### src/mesf_event_status_regs.vh
// register indices, field positions and reset values of the event status block
`ifndef MESF_EVENT_STATUS_REGS_VH
`define MESF_EVENT_STATUS_REGS_VH
`define MESF_ADDR_W 18
`define MESF_IDX_W 16
`define MESF_STATUS_IDX 16'hE503
`define MESF_IDLE_PHASE_IDX 16'hE600
`define MESF_PHASE_EVT_IDX 16'hE601
`define MESF_IMBAL_THR_IDX 16'hE602
`define MESF_PEAK_CAP_IDX 16'hE603
`define MESF_BIT_IDLE_TOTAL 0
`define MESF_BIT_IDLE_FUND 1
`define MESF_BIT_IDLE_APPAR 2
`define MESF_BIT_MISS_VOLT 3
`define MESF_BIT_MISS_CURR 6
`define MESF_BIT_SEEN_VOLT 9
`define MESF_BIT_SEEN_CURR 12
`define MESF_BIT_RESET_DONE 15
`define MESF_BIT_DIP 16
`define MESF_BIT_HIGH_CURR 17
`define MESF_BIT_HIGH_VOLT 18
`define MESF_BIT_ORDER_FAULT 19
`define MESF_BIT_IMBALANCE 20
`define MESF_BIT_PEAK_DONE 23
`define MESF_STATUS_RESET 32'h0020_8000
`define MESF_STATUS_FIXED 32'h0020_0000
`define MESF_FLAG_MASK 32'h009F_FFFF
`define MESF_FLD_IDLE_TOTAL 0
`define MESF_FLD_IDLE_FUND 3
`define MESF_FLD_IDLE_APPAR 6
`define MESF_FLD_HIGH_CURR 3
`define MESF_FLD_HIGH_VOLT 9
`define MESF_FLD_DIP 12
`define MESF_FLD_PEAK_PHASE 24
`define MESF_MODE_NORMAL 2'h0
`define MESF_RESP_OKAY 2'h0
`define MESF_RESP_SLVERR 2'h2
`endif

### src/mesf_event_status.v
// event status flags of a three-phase metering core with an axi4-lite slave
// Overview of operation
// - bit 0: total-power idle, phase in [2:0]
// - bit 1: fundamental-power idle, phase in [5:3]
// - bit 2: apparent-power idle, phase in [8:6]
// - bits 3-5: missing voltage crossing per phase
// - bits 6-8: missing current crossing per phase
// - bits 9-11: voltage crossing seen per phase
// - bits 12-14: current crossing seen per phase
// - bit 15 set after any reset; default 1
// - reset-done flag drives interrupt low, unmaskable
// - bit 16: dip entered or left, phase [14:12]
// - bit 17: overcurrent, phase in [5:3]
// - bit 18: overvoltage, phase in [11:9]
// - bit 19: rising A followed by C, not B
// - bit 20: neutral imbalance above threshold
// - bit 21 reads one, bit 22 zero
// - bit 23: peak period end, peak captured
//
// The AXI4-Lite interface to the registers is this design's own decision.
`include "mesf_event_status_regs.vh"
module mesf_event_status #(
    parameter CUR_W = 28,
    parameter PEAK_W = 24
) (
    input wire clock,
    input wire srst,
    input wire [`MESF_ADDR_W-1:0] s_axi_awaddr,
    input wire s_axi_awvalid,
    output reg s_axi_awready,
    input wire [31:0] s_axi_wdata,
    input wire [3:0] s_axi_wstrb,
    input wire s_axi_wvalid,
    output reg s_axi_wready,
    output reg [1:0] s_axi_bresp,
    output reg s_axi_bvalid,
    input wire s_axi_bready,
    input wire [`MESF_ADDR_W-1:0] s_axi_araddr,
    input wire s_axi_arvalid,
    output reg s_axi_arready,
    output reg [31:0] s_axi_rdata,
    output reg [1:0] s_axi_rresp,
    output reg s_axi_rvalid,
    input wire s_axi_rready,
    input wire idle_total_power_flag_set,
    input wire [2:0] idle_total_phase_field_in,
    input wire idle_fundamental_power_flag_set,
    input wire [2:0] idle_fundamental_phase_field_in,
    input wire idle_apparent_power_flag_set,
    input wire [2:0] idle_apparent_phase_field_in,
    input wire missing_crossing_volt_a,
    input wire missing_crossing_volt_b,
    input wire missing_crossing_volt_c,
    input wire missing_crossing_curr_a,
    input wire missing_crossing_curr_b,
    input wire missing_crossing_curr_c,
    input wire crossing_seen_volt_a,
    input wire crossing_seen_volt_b,
    input wire crossing_seen_volt_c,
    input wire crossing_seen_curr_a,
    input wire crossing_seen_curr_b,
    input wire crossing_seen_curr_c,
    input wire crossing_rise_volt_a,
    input wire crossing_rise_volt_b,
    input wire crossing_rise_volt_c,
    input wire software_reset_command,
    input wire [1:0] power_mode,
    input wire dip_event,
    input wire [2:0] dip_phase_field_in,
    input wire high_current_event_flag_set,
    input wire [2:0] high_current_phase_field_in,
    input wire high_voltage_event_flag_set,
    input wire [2:0] high_voltage_phase_field_in,
    input wire neutral_check_strobe,
    input wire [CUR_W-1:0] phase_current_total,
    input wire [CUR_W-1:0] neutral_current_sample,
    input wire current_peak_period_done,
    input wire [PEAK_W-1:0] current_peak_value,
    input wire [2:0] current_peak_phase,
    output reg second_interrupt_line_n
);

    localparam SEQ_IDLE = 1'b0;
    localparam SEQ_ARMED = 1'b1;

    reg [31:0] event_status_one;
    reg [8:0] idle_phase_indicator_reg;
    reg [14:0] phase_event_status_reg;
    reg [CUR_W-1:0] neutral_imbalance_threshold;
    reg [31:0] current_peak_capture_reg;
    reg seq_state;
    reg next_seq_state;
    reg order_fault;
    reg [1:0] power_mode_prev;
    reg aw_held;
    reg w_held;
    reg [`MESF_ADDR_W-1:0] aw_addr;
    reg [31:0] w_data;
    reg [3:0] w_strb;
    reg [31:0] set_vec;
    reg [31:0] clr_vec;
    reg [31:0] next_status;

    wire [CUR_W-1:0] mag_sum;
    wire [CUR_W-1:0] mag_neutral;
    wire [CUR_W-1:0] mag_gap;
    wire imbalance;
    wire soft_default;
    wire write_do;
    wire [`MESF_IDX_W-1:0] write_idx;
    wire [31:0] write_mask;
    wire [31:0] write_bytes;

    // signed magnitude; the most negative code maps to 2^(w-1), still exact unsigned
    function [CUR_W-1:0] mesf_abs;
        input [CUR_W-1:0] v;
        begin
            mesf_abs = v[CUR_W-1] ? (~v + 1'b1) : v;
        end
    endfunction

    function [`MESF_IDX_W-1:0] mesf_index;
        input [`MESF_ADDR_W-1:0] addr;
        begin
            mesf_index = addr[`MESF_ADDR_W-1:2];
        end
    endfunction

    function mesf_mapped;
        input [`MESF_IDX_W-1:0] idx;
        begin
            case (idx)
                `MESF_STATUS_IDX,
                `MESF_IDLE_PHASE_IDX,
                `MESF_PHASE_EVT_IDX,
                `MESF_IMBAL_THR_IDX,
                `MESF_PEAK_CAP_IDX: mesf_mapped = 1'b1;
                default: mesf_mapped = 1'b0;
            endcase
        end
    endfunction

    function [31:0] mesf_strb_mask;
        input [3:0] strb;
        begin
            mesf_strb_mask = {{8{strb[3]}}, {8{strb[2]}}, {8{strb[1]}}, {8{strb[0]}}};
        end
    endfunction

    // the magnitude difference is taken both ways so the comparison never wraps
    assign mag_sum = mesf_abs(phase_current_total);
    assign mag_neutral = mesf_abs(neutral_current_sample);
    assign mag_gap = (mag_sum > mag_neutral) ? (mag_sum - mag_neutral) : (mag_neutral - mag_sum);
    assign imbalance = neutral_check_strobe && (mag_gap > neutral_imbalance_threshold);

    // software reset or return to normal mode restores the register defaults, but not the bus, interrupt line or mode history
    assign soft_default = software_reset_command ||
        ((power_mode_prev != `MESF_MODE_NORMAL) && (power_mode == `MESF_MODE_NORMAL));

    assign write_do = aw_held && w_held && !s_axi_bvalid;
    assign write_idx = mesf_index(aw_addr);
    assign write_bytes = mesf_strb_mask(w_strb);
    assign write_mask = w_data & write_bytes;

    always @*
    begin
        next_seq_state = seq_state;
        order_fault = 1'b0;
        case (seq_state)
            SEQ_IDLE:
            begin
                if (crossing_rise_volt_a)
                    next_seq_state = SEQ_ARMED;
            end
            SEQ_ARMED:
            begin
                // b wins a tie with c since the correct order has been shown
                if (crossing_rise_volt_b)
                    next_seq_state = crossing_rise_volt_a ? SEQ_ARMED : SEQ_IDLE;
                else if (crossing_rise_volt_c)
                begin
                    order_fault = 1'b1;
                    next_seq_state = crossing_rise_volt_a ? SEQ_ARMED : SEQ_IDLE;
                end
            end
            default: next_seq_state = SEQ_IDLE;
        endcase
    end

    always @*
    begin
        set_vec = 32'h0000_0000;
        set_vec[`MESF_BIT_IDLE_TOTAL] = idle_total_power_flag_set;
        set_vec[`MESF_BIT_IDLE_FUND] = idle_fundamental_power_flag_set;
        set_vec[`MESF_BIT_IDLE_APPAR] = idle_apparent_power_flag_set;
        set_vec[`MESF_BIT_MISS_VOLT] = missing_crossing_volt_a;
        set_vec[`MESF_BIT_MISS_VOLT+1] = missing_crossing_volt_b;
        set_vec[`MESF_BIT_MISS_VOLT+2] = missing_crossing_volt_c;
        set_vec[`MESF_BIT_MISS_CURR] = missing_crossing_curr_a;
        set_vec[`MESF_BIT_MISS_CURR+1] = missing_crossing_curr_b;
        set_vec[`MESF_BIT_MISS_CURR+2] = missing_crossing_curr_c;
        set_vec[`MESF_BIT_SEEN_VOLT] = crossing_seen_volt_a;
        set_vec[`MESF_BIT_SEEN_VOLT+1] = crossing_seen_volt_b;
        set_vec[`MESF_BIT_SEEN_VOLT+2] = crossing_seen_volt_c;
        set_vec[`MESF_BIT_SEEN_CURR] = crossing_seen_curr_a;
        set_vec[`MESF_BIT_SEEN_CURR+1] = crossing_seen_curr_b;
        set_vec[`MESF_BIT_SEEN_CURR+2] = crossing_seen_curr_c;
        set_vec[`MESF_BIT_DIP] = dip_event;
        set_vec[`MESF_BIT_HIGH_CURR] = high_current_event_flag_set;
        set_vec[`MESF_BIT_HIGH_VOLT] = high_voltage_event_flag_set;
        set_vec[`MESF_BIT_ORDER_FAULT] = order_fault;
        set_vec[`MESF_BIT_IMBALANCE] = imbalance;
        set_vec[`MESF_BIT_PEAK_DONE] = current_peak_period_done;
        clr_vec = 32'h0000_0000;
        if (write_do && (write_idx == `MESF_STATUS_IDX))
            clr_vec = write_mask & `MESF_FLAG_MASK;
        // a set in the clearing cycle wins so no event is lost
        next_status = (((event_status_one & ~clr_vec) | set_vec) & `MESF_FLAG_MASK)
            | `MESF_STATUS_FIXED;
    end

    always @(posedge clock)
    begin
        if (srst || soft_default)
        begin
            event_status_one <= `MESF_STATUS_RESET;
            idle_phase_indicator_reg <= 9'h000;
            phase_event_status_reg <= 15'h0000;
            neutral_imbalance_threshold <= {CUR_W{1'b0}};
            current_peak_capture_reg <= 32'h0000_0000;
            seq_state <= SEQ_IDLE;
        end
        else
        begin
            event_status_one <= next_status;
            seq_state <= next_seq_state;
            if (idle_total_power_flag_set)
                idle_phase_indicator_reg[`MESF_FLD_IDLE_TOTAL+:3] <= idle_total_phase_field_in;
            if (idle_fundamental_power_flag_set)
                idle_phase_indicator_reg[`MESF_FLD_IDLE_FUND+:3] <=
                    idle_fundamental_phase_field_in;
            if (idle_apparent_power_flag_set)
                idle_phase_indicator_reg[`MESF_FLD_IDLE_APPAR+:3] <=
                    idle_apparent_phase_field_in;
            if (high_current_event_flag_set)
                phase_event_status_reg[`MESF_FLD_HIGH_CURR+:3] <= high_current_phase_field_in;
            if (high_voltage_event_flag_set)
                phase_event_status_reg[`MESF_FLD_HIGH_VOLT+:3] <= high_voltage_phase_field_in;
            if (dip_event)
                phase_event_status_reg[`MESF_FLD_DIP+:3] <= dip_phase_field_in;
            if (current_peak_period_done)
            begin
                current_peak_capture_reg <= 32'h0000_0000;
                current_peak_capture_reg[PEAK_W-1:0] <= current_peak_value;
                current_peak_capture_reg[`MESF_FLD_PEAK_PHASE+:3] <= current_peak_phase;
            end
            if (write_do && (write_idx == `MESF_IMBAL_THR_IDX))
                // enabled bytes take the written value, zeros included; other bytes keep theirs
                neutral_imbalance_threshold <= (neutral_imbalance_threshold & ~write_bytes[CUR_W-1:0])
                    | write_mask[CUR_W-1:0];
        end
    end

    always @(posedge clock)
    begin
        if (srst)
        begin
            power_mode_prev <= `MESF_MODE_NORMAL;
            second_interrupt_line_n <= 1'b1;
        end
        else
        begin
            power_mode_prev <= power_mode;
            // no mask: the line follows the reset-done flag alone
            second_interrupt_line_n <= ~event_status_one[`MESF_BIT_RESET_DONE];
        end
    end

    // write channel: address and data are taken in either order, one write at a time
    always @(posedge clock)
    begin
        if (srst)
        begin
            s_axi_awready <= 1'b0;
            s_axi_wready <= 1'b0;
            s_axi_bvalid <= 1'b0;
            s_axi_bresp <= `MESF_RESP_OKAY;
            aw_held <= 1'b0;
            w_held <= 1'b0;
            aw_addr <= {`MESF_ADDR_W{1'b0}};
            w_data <= 32'h0000_0000;
            w_strb <= 4'h0;
        end
        else
        begin
            if (s_axi_awvalid && s_axi_awready)
            begin
                s_axi_awready <= 1'b0;
                aw_held <= 1'b1;
                aw_addr <= s_axi_awaddr;
            end
            else if (!aw_held && !s_axi_bvalid)
                s_axi_awready <= 1'b1;
            if (s_axi_wvalid && s_axi_wready)
            begin
                s_axi_wready <= 1'b0;
                w_held <= 1'b1;
                w_data <= s_axi_wdata;
                w_strb <= s_axi_wstrb;
            end
            else if (!w_held && !s_axi_bvalid)
                s_axi_wready <= 1'b1;
            if (write_do)
            begin
                aw_held <= 1'b0;
                w_held <= 1'b0;
                s_axi_bvalid <= 1'b1;
                s_axi_bresp <= mesf_mapped(write_idx) ? `MESF_RESP_OKAY : `MESF_RESP_SLVERR;
            end
            else if (s_axi_bvalid && s_axi_bready)
                s_axi_bvalid <= 1'b0;
        end
    end

    // reads have no side effect on any flag
    always @(posedge clock)
    begin
        if (srst)
        begin
            s_axi_arready <= 1'b0;
            s_axi_rvalid <= 1'b0;
            s_axi_rdata <= 32'h0000_0000;
            s_axi_rresp <= `MESF_RESP_OKAY;
        end
        else if (s_axi_arvalid && s_axi_arready)
        begin
            s_axi_arready <= 1'b0;
            s_axi_rvalid <= 1'b1;
            s_axi_rresp <= mesf_mapped(mesf_index(s_axi_araddr)) ?
                `MESF_RESP_OKAY : `MESF_RESP_SLVERR;
            case (mesf_index(s_axi_araddr))
                `MESF_STATUS_IDX: s_axi_rdata <= event_status_one;
                `MESF_IDLE_PHASE_IDX: s_axi_rdata <= {23'h000000, idle_phase_indicator_reg};
                `MESF_PHASE_EVT_IDX: s_axi_rdata <= {17'h00000, phase_event_status_reg};
                `MESF_IMBAL_THR_IDX: s_axi_rdata <= {{(32-CUR_W){1'b0}}, neutral_imbalance_threshold};
                `MESF_PEAK_CAP_IDX: s_axi_rdata <= current_peak_capture_reg;
                default: s_axi_rdata <= 32'h0000_0000;
            endcase
        end
        else if (s_axi_rvalid)
        begin
            if (s_axi_rready)
                s_axi_rvalid <= 1'b0;
        end
        else
            s_axi_arready <= 1'b1;
    end

endmodule

### config.mk
export PLATFORM = sky130hd
export DESIGN_NAME = mesf_event_status
export DESIGN_NICKNAME = d
export VERILOG_FILES = /design/src/mesf_event_status.v
export VERILOG_INCLUDE_DIRS = /design/src /design/src/src
export SDC_FILE = /design/constraint.sdc
export NUM_CORES = 1
export LEC_CHECK = 0
export ABC_CLOCK_PERIOD_IN_PS = 6200
export BUFFER_PORTS_ARGS = -buffer_cell sky130_fd_sc_hd__buf_2
export CAP_MARGIN = 10
export CORE_UTILIZATION = 51
export DETAILED_ROUTE_END_ITERATION = 12
export PLACE_DENSITY = 0.78
export SLEW_MARGIN = 10
export SYNTH_ARGS = -nofsm -noshare
export SYNTH_HDL_FRONTEND = slang
export SYNTH_SLANG_ARGS = --single-unit
### constraint.sdc
create_clock -name clock -period 6.2 [get_ports clock]
set_input_delay 0.62 -clock clock [delete_from_list [all_inputs] [get_ports clock]]
set_output_delay 0.62 -clock clock [all_outputs]
set_load 0.02 [all_outputs]
* Yosys cells after proc, flatten, opt, wreduce, memory -nomap -nowiden
Cells that the tools add are included.
** Word-level totals
- Register bits :: 193
- Bits of input ports :: 206
- Output and inout bits :: 42
- Logic and storage cells :: 104
** Cells by class
- Add/sub/neg operators :: 4
- $lt $le $gt $ge :: 2
- Eq/ne operators :: 10
- Mux-type cells :: 25
- Bitwise operators :: 11
- Reduce and logical (&&, ||, !) cells :: 26
** Operator list (number)
- $eq A16 B16 Y1 const B :: 10
- $pmux W28 S5 :: 1
- $mux W28 :: 3
- $not A28 Y28 :: 3
- $add A28 B1 Y28 const B :: 2
- $and A28 B28 Y28 :: 2
- $gt A28 B28 Y1 :: 2
- $sub A28 B28 Y28 :: 2
- $or A28 B28 Y28 :: 1
- $and A24 B24 Y24 :: 1
- $mux W24 :: 1
- $not A24 Y24 :: 1
- $or A24 B24 Y24 :: 1
- $mux W1 :: 17
- $logic_and A1 B1 Y1 :: 12
- $reduce_or A5 Y1 :: 2
- $reduce_or A2 Y1 :: 4
- $mux W2 :: 2
- $reduce_bool A2 Y1 :: 2
- $logic_not A1 Y1 :: 3
- $logic_not A2 Y1 :: 1
- $logic_or A1 B1 Y1 :: 2
- $not A1 Y1 :: 2
- $pmux W1 S2 :: 1

* Longest topological paths before layout
- Depth in word-level cells :: 8
- Gate-level depth with buffers :: 26
- Depth with buffers taken out :: 25

* Worst setup path before layout
No wires, ideal clock.
- Path kind :: input -> register
- Start :: input port neutral_current_sample[11]
- End :: register event_status_one[20]
- Library setup time :: 0.133 ns
- Arrival :: 5.919 ns
- Required time :: 6.067 ns
- Setup slack :: 0.148 ns
- Stages on the path :: 25
- Path buffers :: 3
- Path through :: or4_4 or3_1 or2_1 or3_4 o31ai_4 o21ai_2 xor2_1 ha_1 buf_2 nand4_1 or4_1 mux2_2 a21oi_4 or2_1 buf_6 buf_6 mux2_2 ha_1 nor2b_1 o21a_1 o21a_1 o21ai_0 o211ai_1 a22oi_1 a211oi_1
** On the way
- Cells in the longest elaborated chain, start to end :: 8
- Elaborated cells on any way between the ends :: 10
- Classes of those cells :: add/sub (3); order compare (2); mux (2); bitwise (2); reduce/logical (1)
** Ends and longest elaborated chain
- start, declared :: line mesf_event_status.v:76 : input wire [CUR_W-1:0] neutral_current_sample,
- $not A28 Y28 :: line mesf_event_status.v:118 : mesf_abs = v[CUR_W-1] ? (~v + 1'b1) : v;
- $add A28 B1 Y28 :: line mesf_event_status.v:118
- $mux W28 (*) :: line mesf_event_status.v:118
- $sub A28 B28 Y28 / $gt A28 B28 Y1 (equally long branches) :: line mesf_event_status.v:153 : assign mag_gap = (mag_sum > mag_neutral) ? (mag_sum - mag_neutral) : (mag_neutral - mag_sum);
- $mux W28 (*) :: line mesf_event_status.v:153
- $gt A28 B28 Y1 (*) :: line mesf_event_status.v:154 : assign imbalance = neutral_check_strobe && (mag_gap > neutral_imbalance_threshold);
- $logic_and A1 B1 Y1 (*) :: line mesf_event_status.v:154
- $or A24 B24 Y24 (*) :: line mesf_event_status.v:218 : next_status = (((event_status_one & ~clr_vec) | set_vec) & `MESF_FLAG_MASK)
- end signal, assigned :: line mesf_event_status.v:226 : event_status_one <= `MESF_STATUS_RESET;
- end signal, assigned :: line mesf_event_status.v:235 : event_status_one <= next_status;
- end, declared :: line mesf_event_status.v:86 : reg [31:0] event_status_one;
Every way passes the cells marked *; elsewhere a longest branch is shown, timed or not.
A chain may end at the register's enable or synchronous reset.

* Worst setup path in the final report
Same ends and word-level chain as after synthesis.

==> impl_metrics.env <==
export IMPL_cp_slowest_stage_delay_ns=0.54
export IMPL_gp_routability_congestion=0.922
export IMPL_synth_edff_count=0
export IMPL_timing_worst_slew_pin_value_ns=1.22
export IMPL_cp_end_kind="flip-flop"
export IMPL_timing_final_crit_share_pct=96.0
export IMPL_synth_yosys_seq_area_share_pct=31.0
export IMPL_highest_clock_rate_mhz=168
export IMPL_grt_pass1_wl_um=54700
export IMPL_power_frac_comb_pct=36.2
export IMPL_cts_num_sinks=184
export IMPL_timing_critical_path_max_delay_family="simple AND/OR/NAND/NOR gates"
export IMPL_die_w_um=155
export IMPL_synth_cell_area_um2=11900
export IMPL_floorplan_initialDensity_pct=52.3
export IMPL_skew_ns=0.0152
export IMPL_clk_latency_ns=0.43
export IMPL_detailroute_via_count=11937
export IMPL_via_count_of_the_first_global_routing_pass=11341
export IMPL_final_nets=2089
export IMPL_power_share_sequential_pct=32.7
export IMPL_cpMaxStageDelayCell="sky130_fd_sc_hd__or4_1"
export IMPL_setup_worst_path_start="neutral_current_sample[11]"
export IMPL_cap_viol_max_count=0
export IMPL_setup_viol=0
export IMPL_critical_path_cell_chain="buf_2 > or4_4 > or3_1 > or2_1 > or3_4 > o31ai_4 > buf_4 > xnor2_1 > ha_1 > nand4_2 > or4_1 > mux2_2 > a21oi_4 > or2_1 > buf_4 > mux2_2 > ha_1 > nor2b_1 > o21a_1 > o21a_1 > o21ai_0 > o211ai_1 > a22oi_1 > a211oi_1"
export IMPL_routed_via_density=5.69
export IMPL_crit_path_required_time_ns=6.46
export IMPL_power_mw=3.82
export IMPL_cp_start_kind="input port"
export IMPL_grt_max_degree=97
export IMPL_final_hold_violation_count=0
export IMPL_final_period_minus_worst_setup_slack_ns=5.95
export IMPL_post_route_drc_count=0
export IMPL_clk_pin_slew_worst_paths_ns=0.07
export IMPL_track_usage_pct=28.4
export IMPL_design_area_um2=14400
export IMPL_cts_htree_levels=4
export IMPL_detail_route_first_pass_iterations=8
export IMPL_fp_dieH_um=155
export IMPL_placedCellCount=2062
export IMPL_power_per_cell_area_nw_per_um2=266
export IMPL_distinct_cells_synth=80
export IMPL_maxSlewViolCount=0
export IMPL_regToRegStartpoint="w_held$_SDFFE_PP0P_"
export IMPL_critPathBufInv=3
export IMPL_leading_cell_type_in_the_layout_fill_and_taps_excluded="sky130_fd_sc_hd__buf_2"
export IMPL_yosys_top_cells_area="sky130_fd_sc_hd__dfxtp_1 (31%), sky130_fd_sc_hd__ha_1 (9.0%), sky130_fd_sc_hd__a21oi_1 (7.9%)"
export IMPL_cts_tree="done"
export IMPL_drtAntennaViolNets=0
export IMPL_postPlaceCellArea_um2=13700
export IMPL_yosys_warnings=0
export IMPL_cts_root_buf="sky130_fd_sc_hd__clkbuf_16"
export IMPL_cts_hold_buffers_added=0
export IMPL_ys_async_sr_fraction_pct=0
export IMPL_yosys_area_top_type="sky130_fd_sc_hd__dfxtp_1"
export IMPL_ir_worst_vdd_uv=226
export IMPL_synthesis_area_per_instance_um2=7.73
export IMPL_cts_inserted_buffers=17
export IMPL_final_layout_size_suffix_gt1_share_pct=21.2
export IMPL_total_leakage_power_nw=6.43
export IMPL_number_of_register_bits_inferred_by_synthesis=184
export IMPL_timing_setup_tns_ns=0
export IMPL_crit_reg2reg_capture="event_status_one[20]$_SDFF_PP0_"
export IMPL_critPathMaxFanout=4
export IMPL_timing_setup_critical_path_class="in -> reg"
export IMPL_grt_overflow=0
export IMPL_finalWirelength_um=34500
export IMPL_timing_critical_path_to="event_status_one[20]$_SDFF_PP0_"
export IMPL_numPortBuffers=233
export IMPL_worst_path_stages=24
export IMPL_cts_post_setup_buffers_inserted=0
export IMPL_number_of_violations_reported_at_the_end_of_detailed_routing_iteration_0=894
export IMPL_cp_data_arrival_time_ns=6.21
export IMPL_dp_hpwl_um=26700
export IMPL_clock_power_share_pct=31.1
export IMPL_io_pin_count=248
export IMPL_slew_headroom_pct=18.6
export IMPL_core_rowCount=55
export IMPL_synth_top_flop_cell="sky130_fd_sc_hd__dfxtp_1"
export IMPL_portion_of_synthesized_cell_area_occupied_by_the_leading_cell_type_pct=31.0
export IMPL_syn_instance_count=1536
export IMPL_antenna_found_initial=6
export IMPL_final_cell_count_no_fill=2098
export IMPL_routed_wire_length_per_instance_um=16.4
export IMPL_hold_path_class="in -> reg"
export IMPL_regToRegSetupSlack_ns=3.79
export IMPL_floorplan_die_area_um2=23900
export IMPL_p_int_mw=2.57
export IMPL_rsz0062_at_grt="no"
export IMPL_area_delta_synth_final_pct=21.2
export IMPL_rr_worst_depth=8
export IMPL_run_status="completed"
export IMPL_netSwitchingPower_mw=1.25
export IMPL_final_cell_mix="sky130_fd_sc_hd__buf_2 (233), sky130_fd_sc_hd__nand2_1 (223), sky130_fd_sc_hd__a21oi_1 (188)"
export IMPL_clk_buf_depth=2
export IMPL_power_share_switching_pct=32.8
export IMPL_core_region_area_um2=22700
==> routing by layer <==
metal  vias to the layer above  global-route usage (%)  routed length (µm)
li1                       5857                       -                   -
met1                      5628                    35.3               14600
met2                       386                    49.6               16900
met3                        62                    4.93                2080
met4                         4                    9.19                 895
met5                         -                       0                  28
==> power groups by stage <==
stage                     logic, mW  clock network (mW)  registers, mW
final                          1.38                1.19           1.25
after global routing           1.53                1.24           1.25
after CTS                      1.37                1.20           1.25
after detailed placement       1.36                   0           1.27
after global placement         1.34                   0           1.27
after floorplan               0.921                   0           1.27
==> metrics by stage <==
step / setup slack [ns] / util [%] / hold slack, ns
after detailed placement: -0.215 / 60.4 / 0.411
after global routing: 0.00232 / 63.3 / 0.416
after CTS: 0.212 / 63.3 / 0.387
after floorplan: 0.148 / - / 0.383
after global placement: -0.171 / 60.4 / 0.403
final: 0.249 / 63.4 / 0.389
==> cell usage after synthesis (3+ instances only) <==
library cell,number
sky130_fd_sc_hd__buf_4,9
sky130_fd_sc_hd__a31oi_1,10
sky130_fd_sc_hd__nor2_1,138
sky130_fd_sc_hd__o221ai_1,6
sky130_fd_sc_hd__nand2b_1,9
sky130_fd_sc_hd__nor2b_1,10
sky130_fd_sc_hd__a21oi_1,188
sky130_fd_sc_hd__xnor2_1,45
sky130_fd_sc_hd__buf_1,9
sky130_fd_sc_hd__o21a_1,12
sky130_fd_sc_hd__dfxtp_1,184
sky130_fd_sc_hd__a221oi_1,8
sky130_fd_sc_hd__a22oi_1,5
sky130_fd_sc_hd__a222oi_1,19
sky130_fd_sc_hd__a211oi_1,10
sky130_fd_sc_hd__ha_1,85
sky130_fd_sc_hd__nand2_1,224
sky130_fd_sc_hd__inv_1,103
sky130_fd_sc_hd__and2_1,9
sky130_fd_sc_hd__xor2_1,33
sky130_fd_sc_hd__buf_2,18
sky130_fd_sc_hd__or4_1,4
sky130_fd_sc_hd__o21ai_0,56
sky130_fd_sc_hd__mux2i_1,58
sky130_fd_sc_hd__clkbuf_1,51
sky130_fd_sc_hd__o21bai_1,8
sky130_fd_sc_hd__nand4_1,15
sky130_fd_sc_hd__nor3_1,21
sky130_fd_sc_hd__or2_2,4
sky130_fd_sc_hd__or3_1,10
sky130_fd_sc_hd__nor4_1,6
sky130_fd_sc_hd__and4_1,4
sky130_fd_sc_hd__a211o_1,5
sky130_fd_sc_hd__a21o_1,58
sky130_fd_sc_hd__nand3_1,38
sky130_fd_sc_hd__nor4b_1,3
sky130_fd_sc_hd__o31ai_1,6
==> how the worst min path moves through the flow <==
stage / from / endpoint / slack, ns / depth (start not counted)
after floorplan: event_status_one[15]$_SDFF_PP1_ / second_interrupt_line_n$_SDFF_PP1_ / 0.38 / 1
after global placement: event_status_one[15]$_SDFF_PP1_ / second_interrupt_line_n$_SDFF_PP1_ / 0.40 / 1
after detailed placement: event_status_one[15]$_SDFF_PP1_ / second_interrupt_line_n$_SDFF_PP1_ / 0.41 / 1
after CTS: missing_crossing_volt_c / event_status_one[5]$_SDFF_PP0_ / 0.39 / 3
after global routing: missing_crossing_volt_c / event_status_one[5]$_SDFF_PP0_ / 0.42 / 3
final: missing_crossing_volt_c / event_status_one[5]$_SDFF_PP0_ / 0.39 / 3
==> worst min-delay path, cell delays in order <==
cell and delay (ns):
sky130_fd_sc_hd__buf_2 0.07, sky130_fd_sc_hd__a21oi_1 0.03, sky130_fd_sc_hd__nor2_1 0.07
==> repair_timing <==
item	in CTS	in global routing
endpoints found under the hold margin	0	0
resized for setup	0	3
setup endpoints to repair	0	1
==> kinds of logic (layout without fill, tap and decap cells) <==
| family | after synthesis | count (layout) | share of synthesized area, % |
|---|---|---|---|
| simple gates | 512 | 512 | 19.5 |
| compound gates | 421 | 421 | 22.6 |
| buf+inv | 193 | 461 | 6.72 |
| flops | 184 | 184 | 31.0 |
| fa+ha+maj | 87 | 87 | 9.30 |
| xor+xnor | 78 | 78 | 5.76 |
| mux | 60 | 60 | 5.08 |
| other cells | 1 | 10 | 0.0316 |
==> final cells by class <==
type	count	area [µm²]
clock inverters	14	221
repair buffers	326	1860
well taps	285	357
inverters	103	387
clock buffers	18	429
diodes	4	10.0
multi-input cells	1164	7440
fillers	2005	8320
flip-flops and latches	184	3680
(Power assumes the default switching activity.)
